### src/id_rev_mask_pkg.sv
// constants for the identification, revision and channel interrupt mask registers
// ****************************************************************************
// Overview of operation
// [RULE_01] identification register is eight read-only bits of fixed maker code; writes ignored
// [RULE_02] revision low nibble is read-only minor revision, coded as revision number minus one
// [RULE_03] revision high nibble is read-only fixed value naming the device generation
// [RULE_04] first mask bit 0 blocks remote temp a, bit 1 remote temp b / analog in nine
// [RULE_05] first mask bit 2 blocks standby rail, bit 3 blocks main 3.3 V rail
// [RULE_06] first mask bits 4..7 block +5 V, cpu core, +12 V, -12 V rails in order
// [RULE_07] second mask bits 0..4 block analog inputs 0..4 respectively
// [RULE_08] both mask registers reset to zero so every channel starts unmasked
// [RULE_09] mask only blocks the interrupt contribution, never measurement or limit comparison
// ****************************************************************************
package id_rev_mask_pkg;

  // ****************************************************************************
  // register map
  // ****************************************************************************
  localparam int unsigned ADDR_W            = 8;
  localparam int unsigned DATA_W            = 8;
  localparam logic [7:0]  MAKER_ID_ADDR     = 8'h16;
  localparam logic [7:0]  REVISION_ADDR     = 8'h17;
  localparam logic [7:0]  MASK_FIRST_ADDR   = 8'h18;
  localparam logic [7:0]  MASK_SECOND_ADDR  = 8'h19;
  localparam logic [7:0]  UNMAPPED_RDATA    = 8'h00;

  // ****************************************************************************
  // reset values and field positions
  // ****************************************************************************
  localparam logic [7:0]  MASK_RESET        = 8'h00;
  localparam int unsigned REV_MINOR_LSB     = 0;
  localparam int unsigned REV_MAJOR_LSB     = 4;
  localparam int unsigned NIBBLE_W          = 4;

  // ****************************************************************************
  // channel positions in the 16-bit alarm vector
  // ****************************************************************************
  localparam int unsigned NUM_CHAN          = 16;
  localparam int unsigned CH_REMOTE_TEMP_A  = 0;
  localparam int unsigned CH_REMOTE_TEMP_B  = 1;
  localparam int unsigned CH_STANDBY_RAIL   = 2;
  localparam int unsigned CH_MAIN_RAIL      = 3;
  localparam int unsigned CH_PLUS5_RAIL     = 4;
  localparam int unsigned CH_CPU_CORE_RAIL  = 5;
  localparam int unsigned CH_PLUS12_RAIL    = 6;
  localparam int unsigned CH_MINUS12_RAIL   = 7;
  localparam int unsigned CH_ANALOG_IN_BASE = 8;

endpackage

### src/irq_mask_byte.sv
// one eight-bit read-write mask register with write strobe
`timescale 1ns/100ps
module irq_mask_byte (
  input  wire logic       clk_i,
  input  wire logic       reset_n_i,
  input  wire logic       wr_i,
  input  wire logic [7:0] wdata_i,
  output logic      [7:0] mask_o
);

  typedef struct packed {
    logic [7:0] mask;
  } state_t;

  state_t state_reg;
  state_t state_next;

  // load on a decoded write only
  always_comb begin
    state_next = state_reg;
    if (wr_i) begin
      state_next.mask = wdata_i;
    end
  end

  // power-on value leaves every channel unmasked
  always_ff @(posedge clk_i or negedge reset_n_i) begin
    if (!reset_n_i) begin
      state_reg.mask <= id_rev_mask_pkg::MASK_RESET; // RULE_08
    end else begin
      state_reg <= state_next;
    end
  end

  assign mask_o = state_reg.mask;

endmodule // irq_mask_byte

### src/irq_channel_gate.sv
// per-channel gating of limit alarms by mask bits into one interrupt request
`timescale 1ns/100ps
module irq_channel_gate (
  input  wire logic        clk_i,
  input  wire logic        reset_n_i,
  input  wire logic [15:0] alarm_i,
  input  wire logic [15:0] mask_i,
  output logic      [15:0] pending_o,
  output logic             irq_o
);

  typedef struct packed {
    logic [15:0] pending;
    logic        irq;
  } state_t;

  state_t      state_reg;
  state_t      state_next;
  logic [15:0] gated;

  // a set mask bit removes only that channel's share of the request
  genvar g;
  generate
    for (g = 0; g < 16; g++) begin : g_chan
      assign gated[g] = alarm_i[g] & ~mask_i[g]; // RULE_09
    end
  endgenerate

  // register so the request pin is glitch free
  always_comb begin
    state_next         = state_reg;
    state_next.pending = gated;
    state_next.irq     = |gated;
  end

  always_ff @(posedge clk_i or negedge reset_n_i) begin
    if (!reset_n_i) begin
      state_reg <= '0;
    end else begin
      state_reg <= state_next;
    end
  end

  assign pending_o = state_reg.pending;
  assign irq_o     = state_reg.irq;

endmodule // irq_channel_gate

### src/id_rev_and_irq_mask_regs.sv
// identification, revision and channel interrupt mask register bank
`timescale 1ns/100ps
module id_rev_and_irq_mask_regs #(
  parameter logic [7:0] MAKER_CODE      = 8'h5A, // arbitrary value
  parameter logic [3:0] GENERATION_CODE = 4'h9,  // arbitrary value
  parameter int unsigned REVISION_NUMBER = 1     // silicon revision, counted from one
) (
  input  wire logic        clk_i,
  input  wire logic        reset_n_i,
  input  wire logic [7:0]  reg_addr_i,
  input  wire logic        reg_wr_i,
  input  wire logic [7:0]  reg_wdata_i,
  input  wire logic        reg_rd_i,
  output logic      [7:0]  reg_rdata_o,
  output logic             reg_rdata_valid_o,
  input  wire logic [15:0] chan_alarm_i,
  output logic      [15:0] chan_alarm_o,
  output logic      [15:0] chan_irq_pending_o,
  output logic             irq_request_o
);

  // ****************************************************************************
  // identity constants
  // ****************************************************************************
  // minor nibble is stored as revision minus one, so revision 1 reads 0
  localparam logic [3:0] MINOR_CODE    = 4'(REVISION_NUMBER - 1); // RULE_02
  localparam logic [7:0] REVISION_BYTE = {GENERATION_CODE, MINOR_CODE}; // RULE_03

  // ****************************************************************************
  // state
  // ****************************************************************************
  typedef struct packed {
    logic [7:0]  rdata;
    logic        rvalid;
    logic [15:0] alarm;
  } state_t;

  state_t      state_reg;
  state_t      state_next;
  logic [7:0]  mask_first;
  logic [7:0]  mask_second;
  logic        wr_mask_first;
  logic        wr_mask_second;
  logic [7:0]  read_value;

  // ****************************************************************************
  // write decode
  // ****************************************************************************
  // only the two mask registers accept writes; identity and revision
  // addresses simply have no write strobe, so a write there is dropped
  assign wr_mask_first  = reg_wr_i && (reg_addr_i == id_rev_mask_pkg::MASK_FIRST_ADDR);  // RULE_04
  assign wr_mask_second = reg_wr_i && (reg_addr_i == id_rev_mask_pkg::MASK_SECOND_ADDR); // RULE_07

  irq_mask_byte u_mask_first (
    .clk_i     (clk_i),
    .reset_n_i (reset_n_i),
    .wr_i      (wr_mask_first),
    .wdata_i   (reg_wdata_i),
    .mask_o    (mask_first)
  );

  irq_mask_byte u_mask_second (
    .clk_i     (clk_i),
    .reset_n_i (reset_n_i),
    .wr_i      (wr_mask_second),
    .wdata_i   (reg_wdata_i),
    .mask_o    (mask_second)
  );

  // ****************************************************************************
  // read multiplexer
  // ****************************************************************************
  // unmapped addresses answer zero rather than stale data
  always_comb begin
    case (reg_addr_i)
      id_rev_mask_pkg::MAKER_ID_ADDR:    read_value = MAKER_CODE;    // RULE_01
      id_rev_mask_pkg::REVISION_ADDR:    read_value = REVISION_BYTE; // RULE_02 RULE_03
      id_rev_mask_pkg::MASK_FIRST_ADDR:  read_value = mask_first;
      id_rev_mask_pkg::MASK_SECOND_ADDR: read_value = mask_second;
      default:                           read_value = id_rev_mask_pkg::UNMAPPED_RDATA;
    endcase
  end

  // ****************************************************************************
  // next state
  // ****************************************************************************
  // read data is held until the next read so a slow serial engine can
  // shift it out; the raw alarm copy never looks at the masks
  always_comb begin
    state_next        = state_reg;
    state_next.rvalid = reg_rd_i;
    if (reg_rd_i) begin
      state_next.rdata = read_value;
    end
    state_next.alarm = chan_alarm_i; // RULE_09
  end

  always_ff @(posedge clk_i or negedge reset_n_i) begin
    if (!reset_n_i) begin
      state_reg <= '0;
    end else begin
      state_reg <= state_next;
    end
  end

  // ****************************************************************************
  // interrupt gating
  // ****************************************************************************
  // first mask covers the temperature and rail channels, second the analog inputs
  irq_channel_gate u_gate (
    .clk_i     (clk_i),
    .reset_n_i (reset_n_i),
    .alarm_i   (chan_alarm_i),
    .mask_i    ({mask_second, mask_first}), // RULE_04 RULE_05 RULE_06 RULE_07
    .pending_o (chan_irq_pending_o),
    .irq_o     (irq_request_o)
  );

  assign reg_rdata_o       = state_reg.rdata;
  assign reg_rdata_valid_o = state_reg.rvalid;
  assign chan_alarm_o      = state_reg.alarm;

  // helper: has any mask write happened since reset
  logic any_mask_wr_reg;
  always_ff @(posedge clk_i or negedge reset_n_i) begin
    if (!reset_n_i) begin
      any_mask_wr_reg <= 1'b0;
    end else if (wr_mask_first || wr_mask_second) begin
      any_mask_wr_reg <= 1'b1;
    end
  end
endmodule // id_rev_and_irq_mask_regs

### config.mk
export PLATFORM = sky130hd
export DESIGN_NAME = id_rev_and_irq_mask_regs
export DESIGN_NICKNAME = d
export VERILOG_FILES = /design/src/id_rev_mask_pkg.sv /design/src/irq_mask_byte.sv /design/src/irq_channel_gate.sv /design/src/id_rev_and_irq_mask_regs.sv
export SDC_FILE = /design/constraint.sdc
export NUM_CORES = 1
export LEC_CHECK = 0
export ABC_CLOCK_PERIOD_IN_PS = 2930
export BUFFER_PORTS_ARGS = -buffer_cell sky130_fd_sc_hd__buf_2
export CAP_MARGIN = 10
export CORE_UTILIZATION = 51
export DETAILED_ROUTE_END_ITERATION = 16
export PLACE_DENSITY = 0.84
export SETUP_SLACK_MARGIN = 0.4
export SLEW_MARGIN = 5
export SYNTH_ARGS = -nofsm -noshare
export SYNTH_HDL_FRONTEND = slang
export SYNTH_SLANG_ARGS = --single-unit
### constraint.sdc
create_clock -name clk_i -period 2.93 [get_ports clk_i]
set_input_delay 0.4395 -clock clk_i [delete_from_list [all_inputs] [get_ports clk_i]]
set_output_delay 0.4395 -clock clk_i [all_outputs]
set_load 0.01 [all_outputs]
# Word-level counts from Yosys, hierarchy flattened
# Cells that the tools add are included.
dict set report totals {
  regBits 58
  input_bits 36
  word_cells 47
}
dict set report classes {
  n_eq_ne 4
  mux 1
  bitwise 32
  n_reduce_logical 3
}
# cell n
set op_table {}
lappend op_table {{== test 8 x 5 -> 1 bit (second input constant)} 4}
lappend op_table {{case mux 8 bit (4 select lines)} 1}
lappend op_table {{bitwise AND 1 bit} 16}
lappend op_table {{NOT 1 bit} 16}
lappend op_table {{OR reduction 16 bit} 1}
lappend op_table {{logical AND 1 bit} 2}

# Longest topological paths before layout
dict set report depth {
  ltp_word 3
  depth_mapped 4
  ltp_nobuf 3
}

# Modules after synthesis
# From an unflattened synthesis, not the netlist that was laid out.
dict set report hier_totals {
  cells_unflattened 142
  area_unflattened_um2 2264.7
}
# module instances cells_each area_each_um2
set modules_own_cells {}
lappend modules_own_cells {id_rev_and_irq_mask_regs 1 70 967.2}
lappend modules_own_cells {irq_mask_byte 2 17 331.6}
lappend modules_own_cells {irq_channel_gate 1 38 634.4}

# Worst setup path before layout
# No wires, ideal clock.
dict set report synth_timing {
  path_kind {input to register}
  startpoint {in reg_addr_i[5]}
  endpoint {reg u_mask_first.state_reg (netlist bit u_mask_first.mask_o[0])}
  setup_ps 125
  arrival_time_ps 1375
  required_time_ps 2805
  path_slack_ps 1431
  cell_stages 3
  path_cell_list {nor4b_4 nand4_2 mux2_2}
}
dict set report synth_between {
  elab_chain_len 2
}
# element line_no
set synth_rtl {}
lappend synth_rtl {{from (decl)} id_rev_and_irq_mask_regs.sv:10} ;# input wire logic [7:0] reg_addr_i,
lappend synth_rtl {{== test 8 x 5 -> 1 bit} id_rev_and_irq_mask_regs.sv:51} ;# assign wr_mask_first = reg_wr_i && (reg_addr_i == id_rev_mask_pkg::MASK_FIRST_ADDR);
lappend synth_rtl {{logical AND 1 bit} id_rev_and_irq_mask_regs.sv:51}
lappend synth_rtl {{to (signal assigned)} irq_mask_byte.sv:31} ;# state_reg <= state_next;
lappend synth_rtl {{to (decl)} irq_mask_byte.sv:15} ;# state_t state_reg;
# No other way between the ends.
# A chain may end at the register's enable or synchronous reset.

# Worst setup path after layout
dict set report layout_timing {
  startpoint {in reg_addr_i[5]}
  endpoint {reg u_mask_second.state_reg (netlist bit u_mask_second.mask_o[2])}
}
dict set report layout_between {
  elab_chain_len 2
}
# element line_no
set layout_rtl {}
lappend layout_rtl {{== test 8 x 5 -> 1 bit} id_rev_and_irq_mask_regs.sv:52} ;# assign wr_mask_second = reg_wr_i && (reg_addr_i == id_rev_mask_pkg::MASK_SECOND_ADDR);
lappend layout_rtl {{logical AND 1 bit} id_rev_and_irq_mask_regs.sv:52}
lappend layout_rtl {{to (signal assigned)} irq_mask_byte.sv:31}
lappend layout_rtl {{to (decl)} irq_mask_byte.sv:15}
# No other way between the ends.

==> impl_metrics.tcl <==
set metrics [dict create \
    status "finished clean" \
    yosys.area.top_type "dfrtp_1" \
    overflow 0 \
    critPathCaptureType "register" \
    numCtsBuffers 9 \
    grt_usage 0.2221 \
    synth_top_cell_area_share 0.7009 \
    netlist_area_um2 2071 \
    reg2reg_slack_ps 1730 \
    firstDrtPassIters 4 \
    synthToLayoutAreaGrowth_pct 28.58 \
    cts-root-buf "clkbuf_8" \
    finalSetupViolations 0 \
    hp-class "in2async" \
    avgSynthCellArea_um2 15.23 \
    dieArea_um2 4319 \
    avgRoutedWirePerCell_um 15.69 \
    worstSetupStartpointType "primary input" \
    ir_drop_mv 0.3417 \
    grt_pass1_vias 1388 \
    power_density_nw_per_um2 583.2 \
    yosysSeqAreaShare 0.7009 \
    drt_iter0_drc 52 \
    intPower_mw 1.191 \
    rsz0062_at_grt "no" \
    ant_nets 0 \
    clk_latency_ps 320 \
    yosys_warnings 0 \
    ctsHoldBuffers 0 \
    cts_setup_buffers 0 \
    hold_viol 0 \
    final_util 0.7060 \
    path_class "in2reg" \
    p_comb_frac 0.089 \
    max_slew_margin 0.6434 \
    timing.rr.start "u_mask_second.mask_o[4]" \
    cts.sinks 58 \
    synth_top_cells_by_area "dfrtp_1 70%, mux2_2 11%, nor2b_1 4.8%" \
    ys_ff_latch 58 \
    vias 1425 \
    wirelength_um 4300 \
    antenna_found_initial 0 \
    num_rows 22 \
    synthesis.nets 172 \
    io_buffers 77 \
    cp_max_fo 8 \
    slew_viol_final 0 \
    hold_ws_ps 91.61 \
    drive_above_1_share 0.5044 \
    cts_tree "done" \
    pin_count 78 \
    coreArea_um2 3771 \
    fmax_mhz 667.7 \
    seq_power_share 0.549 \
    finalCritPeriodShare 0.5111 \
    cp-startpoint "reg_addr_i[5]" \
    place_hpwl_um 3140 \
    synthCells 136 \
    worst-slew-pin-transition_ps 534.9 \
    grt_pass1_wl_um 6651 \
    cp.arrival_ps 1700 \
    p_sw_frac 0.2333 \
    place.gp.congestion 0.7003 \
    cts_max_level 3 \
    clockPowerShare 0.362 \
    setup_tns_ps 0 \
    place_ws_ps 1116 \
    antennaDiodeCount 0 \
    worst_slack_ps 1432 \
    nets 260 \
    period_needed_ps 1498 \
    required_ps 3130 \
    cts_buffer_depth 2 \
    ys_types 22 \
    dieWidth_um 65.72 \
    die_y_um 65.72 \
    cap_violations 0 \
    clkTransAtPathRegs_ps 60 \
    grt_max_degree 26 \
    drc 0 \
    initial_utilization 0.5491 \
    fin_skew_ps 4.936 \
    p_switching_mw 0.3623 \
    p_leak_nw 1.378 \
    vias_per_cell 5.201 \
    post_cts_resize_count 0 \
]
## layout by cell type, fill, tap and decap left out, types with 3 or more instances in the layout
cell      count
a221oi_1      3
buf_2        77
clkbuf_1      3
clkbuf_8      9
dfrtp_1      58
inv_1         6
mux2_2       21
mux2i_1       3
nand2_1       4
nor2_1        3
nor2b_1      16
nor4_1        4
o22ai_1       5
## flip-flops by register name, summed over array words and instances, names as in the netlist
| name | count |
|---|---|
| reg_rdata_o | 8 |
| u_gate.pending_o | 16 |
| u_gate.irq_o | 1 |
| chan_alarm_o | 16 |
| u_mask_second.mask_o | 8 |
| u_mask_first.mask_o | 8 |
| reg_rdata_valid_o | 1 |
## synth_stat cells, drive strengths merged
library cell  number
a21boi             1
buf                1
o22ai              5
nor2b             16
nor3b              1
mux2              21
nor2               3
inv                6
nand4              3
a221oi             3
and3b              1
a21oi              1
a22oi              1
nor4b              1
nand2              4
dfrtp             58
nor4               4
mux2i              3
nand3              1
clkbuf             1
o21ai              1
## layout make-up
cell class / instances / area [um2]
clock buffers: 12 / 135.1
clock inverters: 1 / 5.005
fillers: 260 / 1109
inverters: 6 / 22.52
multi-input cells: 70 / 588.1
flip-flops and latches: 58 / 1451
well taps: 48 / 60.06
repair buffers: 79 / 400.4
## worst paths after layout
check | endpoint | depth (start not counted)
min in group clk_i | chan_alarm_o[3] | 1
worst min-delay path | chan_alarm_o[6] | 1
worst max-delay path | u_mask_second.mask_o[2] | 4
max in group asynchronous | chan_alarm_o[10] | 2
worst min register to register | u_gate.pending_o[11] | 1
worst max register to register | u_gate.irq_o | 3
## power by group through the flow
stage	clock network [mW]	registers, mW	logic (mW)
floorplan	0	0.878	0.0436
finish	0.562	0.853	0.138
global placement	0	0.865	0.135
detailed placement	0	0.867	0.139
CTS	0.572	0.853	0.141
global route	0.612	0.856	0.152
## critical path, stage by stage
cell	delay, ps
buf_2	110
nor4b_4	390
nand4_2	360
mux2_2	390
## stage by stage
stage	cell area, um2	std cells	power (mW)
6_report	2663	274	1.553
5_1_grt	2663	274	1.620
4_1_cts	2663	274	1.566
3_5_place_dp	2522	261	1.006
3_3_place_gp	2522	261	0.9998
2_1_floorplan	2071	136	0.9220
## cells by family (layout without fill, tap and decap cells)
family          Yosys count  after routing  synth area share
mux                      24             24            0.1287
flops                    58             58            0.7009
simple gates             34             34            0.1154
buf+inv                   8             98           0.01510
compound gates           12             12           0.03988
## per-layer routing
layer  vias up  share of wire  global-route usage
li1        655              -                   -
met1       717           0.42              0.2657
met2        47           0.52              0.3610
met3         6          0.046             0.06597
met4         0          0.016              0.1141
met5         -              0                   0
Note: power is estimated with default switching activity, not from simulation.
